**src/core/stop_reset_pkg.sv**
```systemverilog
/*
  package for the stop-mode and reset sequencer: clock-source codes, timing
  counts, option and control bit groups, sequencer states.
  assumes a single 200 MHz system clock.
*/
package stop_reset_pkg;

  // system clock period in picoseconds (200 MHz)
  localparam int CLK_PERIOD_PS = 5000;

  // clock-stop time after release, typical, in microseconds
  localparam int STOP_RELEASE_US = 27;
  localparam int STOP_RELEASE_CYC = (STOP_RELEASE_US * 1000000) / CLK_PERIOD_PS;

  // external main clock release: periods of that clock
  localparam logic [4:0] EXT_RELEASE_PERIODS = 5'h18;

  // wait cycles after release, in cpu clocks
  localparam logic [3:0] WAIT_HS_VEC = 4'hb;
  localparam logic [3:0] WAIT_HS_NOVEC = 4'h3;
  localparam logic [3:0] WAIT_XT_VEC = 4'he;
  localparam logic [3:0] WAIT_XT_NOVEC = 4'h6;

  // least external reset pulse, microseconds, and its cycle count
  localparam int EXT_RESET_MIN_US = 10;
  localparam int EXT_RESET_MIN_CYC = (EXT_RESET_MIN_US * 1000000) / CLK_PERIOD_PS;

  // illegal opcode
  localparam logic [7:0] ILLEGAL_OPCODE = 8'hff;

  // reset vector byte locations
  localparam logic [15:0] RESET_VEC_LO = 16'h0000;
  localparam logic [15:0] RESET_VEC_HI = 16'h0001;

  // release counter width
  localparam int RCNT_W = 16;

  // cpu clock source
  typedef enum logic [1:0] {
    SRC_HS_ONCHIP = 2'b00,
    SRC_CRYSTAL = 2'b01,
    SRC_EXT_MAIN = 2'b10
  } clk_src_t;

  // sequencer states
  typedef enum logic [2:0] {
    ST_RUN = 3'b000,
    ST_STOP = 3'b001,
    ST_RELEASE = 3'b010,
    ST_WAIT = 3'b011,
    ST_RESET = 3'b100
  } seq_state_t;

  // option-byte and control settings
  typedef struct packed {
    logic wdt_standby_run;
    logic wdt_enable_opt;
    logic lowspeed_osc_keep;
    logic reset_pin_select;
    logic comp_filter_en;
  } opt_t;

  // clock and peripheral enables driven during stop
  typedef struct packed {
    logic cpu_clk_en;
    logic hs_osc_en;
    logic xtal_osc_en;
    logic ext_clk_en;
    logic ls_osc_en;
    logic wdt_run;
    logic mem_en;
    logic interval_tmr_en;
    logic comp_en;
    logic twi_wake_only;
  } pwr_t;

  // reset source pulses
  typedef struct packed {
    logic ext_pin;
    logic wdt_timeout;
    logic select_por;
    logic illegal_op;
    logic retention_lv;
  } rst_src_t;

endpackage

```
**src/core/stop_reset_ctrl.sv**
```systemverilog
/*
  stop-mode and reset sequencer: enters stop on the stop instruction, gates
  clocks and memories, releases on an unmasked interrupt or any reset, times
  the release per cpu clock source, and merges five reset sources.
  assumes the cpu core gives one-cycle strobes on the system clock; the reset
  pin and the external clock are asynchronous and are synchronised here.
*/
`timescale 1ns/10ps
`default_nettype none

// Contract
// (RQ1) stop instruction enters stop state
// (RQ2) pending unmasked interrupt cancels stop at once
// (RQ3) stop gates cpu clock and main oscillators
// (RQ4) low-speed oscillator kept per option bits
// (RQ5) watchdog runs in stop if standby-run set
// (RQ6) port latches hold values through stop
// (RQ7) software stops timers, serial, adc beforehand
// (RQ8) cpu, flash, ram stop; interval timer runs
// (RQ9) comparator runs only without digital filter
// (RQ10) two-wire port offers address-match wakeup only
// (RQ11) unmasked interrupt releases stop, vector or continue
// (RQ12) on-chip clock: 27 us, then 11/3 waits
// (RQ13) crystal: longer of 27 us/settle, 14/6 waits
// (RQ14) external clock: 24 periods, then 11/3 waits
// (RQ15) software may switch to on-chip clock first
// (RQ16) any reset releases stop, restarts at vector
// (RQ17) exactly five reset sources
// (RQ18) reset fetches start address from 0000H/0001H
// (RQ19) opcode FFH resets unless under debug emulator
// (RQ20) external reset needs pin select, 10 us low; code resets on any synchronised low, with no 10 us count
// (RQ21) reset stops all oscillators, ignores external clock
// (RQ22) pin a and reset pin pull states
// (RQ23) clock gated until release count, then wait
module stop_reset_ctrl (
  input wire logic CLK,
  input wire logic RESETN,
  input wire logic STOP_EXEC,
  input wire logic OPCODE_VALID,
  input wire logic [7:0] OPCODE,
  input wire logic DEBUG_EMU,
  input wire logic INT_PENDING,
  input wire logic INT_ACK_EN,
  input wire stop_reset_pkg::clk_src_t CLK_SRC,
  input wire stop_reset_pkg::opt_t OPT,
  input wire logic [15:0] OSC_SETTLE_CYC,
  input wire logic RESET_PIN_N,
  input wire logic EXT_CLK_IN,
  input wire logic WDT_TIMEOUT,
  input wire logic SELECT_POR_DET,
  input wire logic RETENTION_LV,
  input wire logic TWI_ADDR_MATCH,
  output stop_reset_pkg::pwr_t PWR,
  output logic IN_STOP,
  output logic PORT_HOLD,
  output logic WAKE_VECTORED,
  output logic WAKE_RESUME,
  output logic SYS_RESET,
  output stop_reset_pkg::rst_src_t RST_SRC,
  output logic [15:0] VEC_ADDR,
  output logic PIN_A_OUT,
  output logic PIN_A_OE,
  output logic PIN_RST_OUT,
  output logic PIN_RST_OE
);

  stop_reset_pkg::seq_state_t state_q, state_d;
  stop_reset_pkg::clk_src_t src_q;
  logic [stop_reset_pkg::RCNT_W-1:0] rcnt_q, rcnt_d;
  logic [4:0] ecnt_q, ecnt_d;
  logic [3:0] wcnt_q, wcnt_d;
  logic vec_q;
  logic [2:0] rpin_sync_q;
  logic [2:0] eclk_sync_q;
  logic rpin_low_q;
  logic eclk_lvl_q;
  logic pwr_gate;
  logic osc_gate;
  logic rel_start;
  logic ext_edge;
  logic wake_req;
  logic stop_now;
  logic illegal_hit;
  logic rst_any;
  logic rel_done;
  logic [3:0] wait_len;
  logic [stop_reset_pkg::RCNT_W-1:0] rel_len;
  logic ls_keep;

  // three-stage synchronisers for the reset pin and external clock
  always_ff @(posedge CLK or negedge RESETN) begin
    if (!RESETN) begin
      rpin_sync_q <= 3'h7;
      eclk_sync_q <= 3'h0;
      rpin_low_q <= 1'b0;
      eclk_lvl_q <= 1'b0;
    end else begin
      rpin_sync_q <= {rpin_sync_q[1:0], RESET_PIN_N};
      eclk_sync_q <= {eclk_sync_q[1:0], EXT_CLK_IN};
      // a level change counts only once stages 2 and 3 agree
      if (rpin_sync_q[1] == rpin_sync_q[2]) begin
        rpin_low_q <= !rpin_sync_q[2];
      end
      if (eclk_sync_q[1] == eclk_sync_q[2]) begin
        eclk_lvl_q <= eclk_sync_q[2];
      end
    end
  end

  // external reset only with the pin selected and the filtered pin low
  wire ext_pin_low = OPT.reset_pin_select && rpin_low_q; // RQ20
  // rising edge of the filtered external main clock, one cycle long
  assign ext_edge = eclk_sync_q[1] && eclk_sync_q[2] && !eclk_lvl_q;
  // illegal opcode trap, suppressed under the debug emulator
  assign illegal_hit = OPCODE_VALID && OPCODE == stop_reset_pkg::ILLEGAL_OPCODE
    && !DEBUG_EMU; // RQ19
  // the five reset sources and nothing else
  assign rst_any = ext_pin_low || WDT_TIMEOUT || SELECT_POR_DET || illegal_hit
    || RETENTION_LV; // RQ17
  // unmasked interrupt or two-wire address match wakes the core
  assign wake_req = INT_PENDING || TWI_ADDR_MATCH; // RQ10 RQ11
  // stop taken only when no interrupt is already pending
  assign stop_now = STOP_EXEC && !wake_req; // RQ1 RQ2
  // a pending wake at the stop instruction goes straight to release
  assign rel_start = wake_req && (state_q == stop_reset_pkg::ST_STOP
    || (state_q == stop_reset_pkg::ST_RUN && STOP_EXEC)); // RQ2 RQ11

  // release length: 27 us, or the longer of it and the settle time for crystal
  assign rel_len = (src_q == stop_reset_pkg::SRC_CRYSTAL
    && OSC_SETTLE_CYC > stop_reset_pkg::RCNT_W'(stop_reset_pkg::STOP_RELEASE_CYC))
    ? OSC_SETTLE_CYC : stop_reset_pkg::RCNT_W'(stop_reset_pkg::STOP_RELEASE_CYC); // RQ12 RQ13
  // release ends on the counter, or on 24 external clock periods
  assign rel_done = (src_q == stop_reset_pkg::SRC_EXT_MAIN)
    ? (ecnt_q >= stop_reset_pkg::EXT_RELEASE_PERIODS) : (rcnt_q >= rel_len); // RQ14
  // wait length by source and vectoring; crystal takes the higher figure
  assign wait_len = (src_q == stop_reset_pkg::SRC_CRYSTAL)
    ? (vec_q ? stop_reset_pkg::WAIT_XT_VEC : stop_reset_pkg::WAIT_XT_NOVEC)
    : (vec_q ? stop_reset_pkg::WAIT_HS_VEC : stop_reset_pkg::WAIT_HS_NOVEC); // RQ12 RQ13 RQ14

  // sequencer next state
  always_comb begin
    state_d = state_q;
    rcnt_d = rcnt_q;
    ecnt_d = ecnt_q;
    wcnt_d = wcnt_q;
    case (state_q)
      stop_reset_pkg::ST_RUN: begin
        rcnt_d = stop_reset_pkg::RCNT_W'(1);
        ecnt_d = '0;
        if (stop_now) begin
          state_d = stop_reset_pkg::ST_STOP; // RQ1
        end else if (rel_start) begin
          state_d = stop_reset_pkg::ST_RELEASE; // RQ2
        end
      end
      stop_reset_pkg::ST_STOP: begin
        // the first release cycle counts as one
        rcnt_d = stop_reset_pkg::RCNT_W'(1);
        ecnt_d = '0;
        if (wake_req) begin
          state_d = stop_reset_pkg::ST_RELEASE; // RQ11
        end
      end
      stop_reset_pkg::ST_RELEASE: begin
        rcnt_d = rcnt_q + 1'b1;
        if (ext_edge) begin
          ecnt_d = ecnt_q + 1'b1;
        end
        if (rel_done) begin
          state_d = stop_reset_pkg::ST_WAIT; // RQ23
          wcnt_d = 4'h1;
        end
      end
      stop_reset_pkg::ST_WAIT: begin
        wcnt_d = wcnt_q + 1'b1;
        if (wcnt_q >= wait_len) begin
          state_d = stop_reset_pkg::ST_RUN; // RQ23
        end
      end
      stop_reset_pkg::ST_RESET: begin
        state_d = stop_reset_pkg::ST_RUN; // RQ16 RQ18
      end
      default: begin
        state_d = stop_reset_pkg::ST_RUN;
      end
    endcase
    if (rst_any) begin
      state_d = stop_reset_pkg::ST_RESET; // RQ16
    end
  end

  // state registers; clock source and vectoring latched at entry and release
  always_ff @(posedge CLK or negedge RESETN) begin
    if (!RESETN) begin
      state_q <= stop_reset_pkg::ST_RESET;
      rcnt_q <= '0;
      ecnt_q <= '0;
      wcnt_q <= '0;
      src_q <= stop_reset_pkg::SRC_HS_ONCHIP;
      vec_q <= 1'b0;
    end else begin
      state_q <= state_d;
      rcnt_q <= rcnt_d;
      ecnt_q <= ecnt_d;
      wcnt_q <= wcnt_d;
      if (state_q == stop_reset_pkg::ST_RUN) begin
        src_q <= CLK_SRC;
      end
      if (rel_start) begin
        vec_q <= INT_ACK_EN && INT_PENDING;
      end
    end
  end

  // power gating follows the next state so outputs line up with it
  assign pwr_gate = state_d == stop_reset_pkg::ST_STOP
    || state_d == stop_reset_pkg::ST_RELEASE; // RQ3 RQ8 RQ23
  // oscillators restart at release so they settle while the cpu clock is held
  assign osc_gate = state_d == stop_reset_pkg::ST_STOP; // RQ3
  // low-speed oscillator keep decision
  assign ls_keep = OPT.lowspeed_osc_keep
    || (OPT.wdt_enable_opt && OPT.wdt_standby_run); // RQ4
  wire in_rst = state_d == stop_reset_pkg::ST_RESET;

  // registered outputs
  always_ff @(posedge CLK or negedge RESETN) begin
    if (!RESETN) begin
      PWR <= '0;
      IN_STOP <= 1'b0;
      PORT_HOLD <= 1'b0;
      WAKE_VECTORED <= 1'b0;
      WAKE_RESUME <= 1'b0;
      SYS_RESET <= 1'b1;
      RST_SRC <= '0;
      VEC_ADDR <= stop_reset_pkg::RESET_VEC_LO;
      PIN_A_OUT <= 1'b0;
      PIN_A_OE <= 1'b0;
      PIN_RST_OUT <= 1'b0;
      PIN_RST_OE <= 1'b0;
    end else begin
      PWR.cpu_clk_en <= !pwr_gate && !in_rst; // RQ3 RQ21
      PWR.hs_osc_en <= !osc_gate && !in_rst; // RQ3 RQ21
      PWR.xtal_osc_en <= !osc_gate && !in_rst && src_q == stop_reset_pkg::SRC_CRYSTAL; // RQ3
      PWR.ext_clk_en <= !osc_gate && !in_rst && src_q == stop_reset_pkg::SRC_EXT_MAIN; // RQ21
      PWR.ls_osc_en <= !in_rst && (!pwr_gate || ls_keep); // RQ4 RQ21
      PWR.wdt_run <= !in_rst && OPT.wdt_enable_opt && (!pwr_gate || OPT.wdt_standby_run); // RQ5
      PWR.mem_en <= !pwr_gate && !in_rst; // RQ8
      PWR.interval_tmr_en <= !in_rst; // RQ8
      PWR.comp_en <= !in_rst && (!pwr_gate || !OPT.comp_filter_en); // RQ9
      PWR.twi_wake_only <= pwr_gate; // RQ10
      IN_STOP <= pwr_gate;
      PORT_HOLD <= pwr_gate; // RQ6
      WAKE_VECTORED <= state_q == stop_reset_pkg::ST_WAIT && state_d == stop_reset_pkg::ST_RUN
        && vec_q; // RQ11
      WAKE_RESUME <= state_q == stop_reset_pkg::ST_WAIT && state_d == stop_reset_pkg::ST_RUN
        && !vec_q; // RQ11
      SYS_RESET <= in_rst; // RQ16
      RST_SRC <= {ext_pin_low, WDT_TIMEOUT, SELECT_POR_DET, illegal_hit, RETENTION_LV};
      if (in_rst) begin
        VEC_ADDR <= stop_reset_pkg::RESET_VEC_LO; // RQ18
      end else if (state_q == stop_reset_pkg::ST_RESET) begin
        VEC_ADDR <= stop_reset_pkg::RESET_VEC_HI; // RQ18
      end
      // pin a floats in external or retention reset, else pulled high
      PIN_A_OUT <= 1'b1;
      PIN_A_OE <= !(ext_pin_low || RETENTION_LV); // RQ22
      // reset-shared pin follows the low input in external reset
      PIN_RST_OUT <= !ext_pin_low; // RQ22
      PIN_RST_OE <= 1'b1;
    end
  end

endmodule
`default_nettype wire

```
**config.mk**
```make
export PLATFORM = sky130hd
export DESIGN_NAME = stop_reset_ctrl
export DESIGN_NICKNAME = d
export VERILOG_FILES = /design/src/core/stop_reset_pkg.sv /design/src/core/stop_reset_ctrl.sv
export SDC_FILE = /design/constraint.sdc
export NUM_CORES = 1
export LEC_CHECK = 0
export BUFFER_PORTS_ARGS = -buffer_cell sky130_fd_sc_hd__buf_2
export CAP_MARGIN = 20
export CORE_ASPECT_RATIO = 0.75
export CORE_MARGIN = 1.5
export CORE_UTILIZATION = 53
export CTS_CLUSTER_DIAMETER = 40
export DETAILED_ROUTE_END_ITERATION = 7
export GPL_TIMING_DRIVEN = 0
export MAX_ROUTING_LAYER = met4
export PLACE_DENSITY_LB_ADDON = 0.05
export REMOVE_ABC_BUFFERS = 1
export SLEW_MARGIN = 20
export SYNTH_ARGS = -nofsm -noshare
export SYNTH_HDL_FRONTEND = slang
export SYNTH_SLANG_ARGS = --single-unit
```
**constraint.sdc**
```tcl
create_clock -name CLK -period 3.1 [get_ports CLK]
set_input_delay 0.31 -clock CLK [delete_from_list [all_inputs] [get_ports CLK]]
set_output_delay 0.31 -clock CLK [all_outputs]
set_load 0.1 [all_outputs]
```
==> flow_metrics.py <==
metrics = {
    "die": {
        "rows": 24,
        "die_area_um2": 6470,
        "core_area_um2": 5800,
        "die_h_um": 70.0,
        "ios": 84,
        "chipWidth_um": 92.4,
        "start_util_pct": 54.8,
    },
    "placement": {
        "placement.io_buffers": 68,
        "gp_congestion": 0.746,
        "pre_cts_ws_ns": -0.512,
        "dp_hpwl_mm": 4.58,
    },
    "clock_tree": {
        "clock_latency_ns": 0.33,
        "cts-buffers-inserted": 9,
        "tritoncts": "done",
        "htreeDepth": 3,
        "clk_pin_slew_worst_paths_ns": 0.07,
        "cts_max_path_buffers": 2,
        "cts.sinks": 60,
        "holdBufCountCts": 0,
        "cts-root-buf": "clkbuf_8",
    },
    "route": {
        "ant_nets": 0,
        "drt_iter0_drc": 100,
        "vias": 2432,
        "routed_via_density": 5.21,
        "wl_mm": 6.32,
        "drtPass1Iterations": 4,
        "routedWlPerCell_um": 13.5,
        "drc": 0,
    },
    "timing": {
        "finalSetupViolCount": 0,
        "worst_pin_slew_ns": 0.733,
        "min_period_over_period_pct": 98.1,
        "fin_ws_ns": 0.0598,
        "maxSlewViolCount": 0,
        "hold_viol_final": 0,
        "maxSlewHeadroom_pct": 51.1,
        "timing.fmax_mhz": 329,
        "layout_min_cycle_time_ns": 3.04,
        "rsz0062_at_grt": "yes",
        "clock_skew_ns": 0.00626,
    },
    "critical_path": {
        "end_kind": "register",
        "r2r_slack_ns": 0.26,
        "critPathRequiredTime_ns": 3.32,
        "r2r_start": "src_q[1]",
        "critPathKind": "in -> reg",
        "regToRegEndpoint": "PWR[4]",
        "r2r_cells": 10,
        "critPathLaunchType": "input port",
        "worstPathArrival_ns": 3.26,
        "crit_fanout": 7,
    },
    "synthesis": {
        "ys_ff_latch": 60,
        "synth_area_leader_cell": "dfrtp_1",
        "ys.flop_type": "dfrtp_1",
        "ys_types": 51,
        "async_flop_share_pct": 100,
        "netlist.area_leader.share_pct": 43.4,
        "yosys_warnings": 0,
        "synth_edf_count": 0,
        "synth_common_cells": "dfrtp_1 (55), nand2_1 (38), ha_1 (24)",
        "syn-cell-area_um2": 3170,
        "syn_area_per_cell_um2": 10.0,
        "synthTopCellsByArea": "dfrtp_1 (43%), ha_1 (9.5%), buf_4 (4.5%)",
        "synth_cells": 316,
        "yosys.cell_count.top_type": "dfrtp_1",
        "ys_seq_area_share_pct": 47.5,
    },
    "finish": {
        "drive_above_1_share_pct": 30.3,
        "synthToLayoutAreaGrowth_pct": 20.1,
        "n_antenna_cell": 0,
        "nNetsFinal": 452,
    },
    "power": {
        "p_total_w": 0.00193,
        "p_leak_nw": 1.90,
        "peakVddDrop_v": 0.000358,
        "powerDensity_nw_per_um2": 507,
    },
    "global_routing": {
        "grt_pass1_vias": 2242,
        "grt_usage_pct": 21.6,
        "overflow": 0,
        "grt_pass1_wl_mm": 10.5,
        "grt_max_degree": 61,
        "grt_antenna_before_repair": 0,
    },
    "run_status": {
        "outcome": "finished clean",
    },
    "min_path": {
        "min_path_type": "in -> async",
    },
    "job": {
        "max_cap_viol_count": 0,
    },
}
## critical path, cell delays in order
cell	delay, ns
buf_6	0.09
or4_4	0.53
o21ai_2	0.14
a21oi_2	0.08
o41a_1	0.44
nand2_2	0.13
ha_4	0.20
nor2b_4	0.11
o211a_1	0.22
o311ai_2	0.24
nand4_1	0.23
o211a_1	0.31
o211a_1	0.22
## layout make-up
type                            instances  area, um2
Tap cell                               78       97.6
Inverter                               14       52.6
Clock inverter                          5       58.8
Clock buffer                           11        151
Fill cell                             470       1980
Sequential cell                        60       1510
Timing Repair Buffer                   69        363
Multi-Input combinational cell        230       1580
## per-layer routing
| layer | GRT usage, % | part of all wire (%) | wire length, um | vias to the layer above |
|---|---|---|---|---|
| li1 | - | - | - | 1214 |
| met1 | 30.2 | 50 | 3180 | 1141 |
| met2 | 30.1 | 43 | 2720 | 75 |
| met3 | 8.17 | 6.4 | 407 | 2 |
| met4 | 3.93 | 0.21 | 13 | 0 |
| met5 | - | 0 | 0 | - |
## per-stage QoR
| step | hold WS (ns) | utilization, % | cells | cell area [um2] | setup TNS, ns |
|---|---|---|---|---|---|
| 6_report | 0.0417 | 65.8 | 467 | 3810 | 0 |
| 3_5_place_dp | 0.345 | 60.1 | 449 | 3480 | -4.49 |
| 5_1_grt | 0.0563 | 65.8 | 467 | 3810 | -0.254 |
| 4_1_cts | 0.0500 | 64.4 | 466 | 3730 | -0.00532 |
| 2_1_floorplan | 0.0144 | - | 303 | 3040 | 0 |
| 3_3_place_gp | 0.339 | 60.1 | 449 | 3480 | -4.48 |
## timing repair
| action | CTS | global route |
|---|---|---|
| buffers inserted | 0 | 1 |
| pin swaps | 5 | 14 |
| setup endpoints to repair | 10 | 10 |
| gates cloned | 1 | 0 |
| gates resized for setup | 7 | 12 |
## layout by cell type (no fill, tap or decap), types with 3 or more instances in the layout
master    netlist  final
mux2i_1         7      7
clkbuf_8        0     11
a21oi_1        14     13
nand3_1        11     10
ha_1           24     21
a31o_2          4      4
a22o_1          3      3
o211a_1         3      3
mux2_2          5      5
nor2_1         23     22
ha_4            0      3
nand2_1        38     37
xor2_1          5      5
nand4_1         9      9
nor2b_1         9      7
inv_1          13     13
o211ai_1        4      4
o21ai_0        13     13
nand2b_1        4      4
dfstp_2         5      5
o31ai_1         3      3
and3_1          4      4
buf_2           2     65
dfrtp_1        55     55
conb_1          2     16
## how the worst max path moves through the flow
| stage | from | end | depth (start not counted) |
|---|---|---|---|
| final | OSC_SETTLE_CYC[0] | PWR[4] | 13 |
| after global routing | OSC_SETTLE_CYC[0] | PWR[4] | 13 |
| after CTS | OSC_SETTLE_CYC[0] | PWR[4] | 13 |
| after detailed placement | OSC_SETTLE_CYC[0] | PWR[4] | 13 |
| after global placement | OSC_SETTLE_CYC[0] | PWR[4] | 13 |
| after floorplan | OSC_SETTLE_CYC[0] | PWR[4] | 12 |
## sequential cells by signal, indices dropped and copies added, names as in the netlist
| name | flops |
|---|---|
| PIN_A_OE | 1 |
| PIN_RST_OE | 1 |
| PIN_RST_OUT | 1 |
| PORT_HOLD | 1 |
| PWR | 8 |
| RST_SRC | 5 |
| SYS_RESET | 1 |
| VEC_ADDR | 1 |
| WAKE_RESUME | 1 |
| WAKE_VECTORED | 1 |
| eclk_lvl_q | 1 |
| eclk_sync_q | 3 |
| ecnt_q | 5 |
| rcnt_q | 16 |
| rpin_low_q | 1 |
| rpin_sync_q | 3 |
| src_q | 2 |
| state_q | 3 |
| vec_q | 1 |
| wcnt_q | 4 |
## cells by family after synthesis
| group | share of synthesized area (%) |
|---|---|
| simple gates | 18.5 |
| flops | 47.5 |
| compound gates | 11.5 |
| buf+inv | 7.41 |
| fa+ha+maj | 9.46 |
| mux | 3.98 |
| xor+xnor | 1.38 |
| other cells | 0.237 |
## where the power goes
group | switching, W | leakage (nW) | internal (W)
combinational | 0.000287 | 1.02 | 0.0000980
clock | 0.000305 | 0.102 | 0.000416
sequential | 0.0000149 | 0.776 | 0.000813
Power figures use the tool's default switching activity.
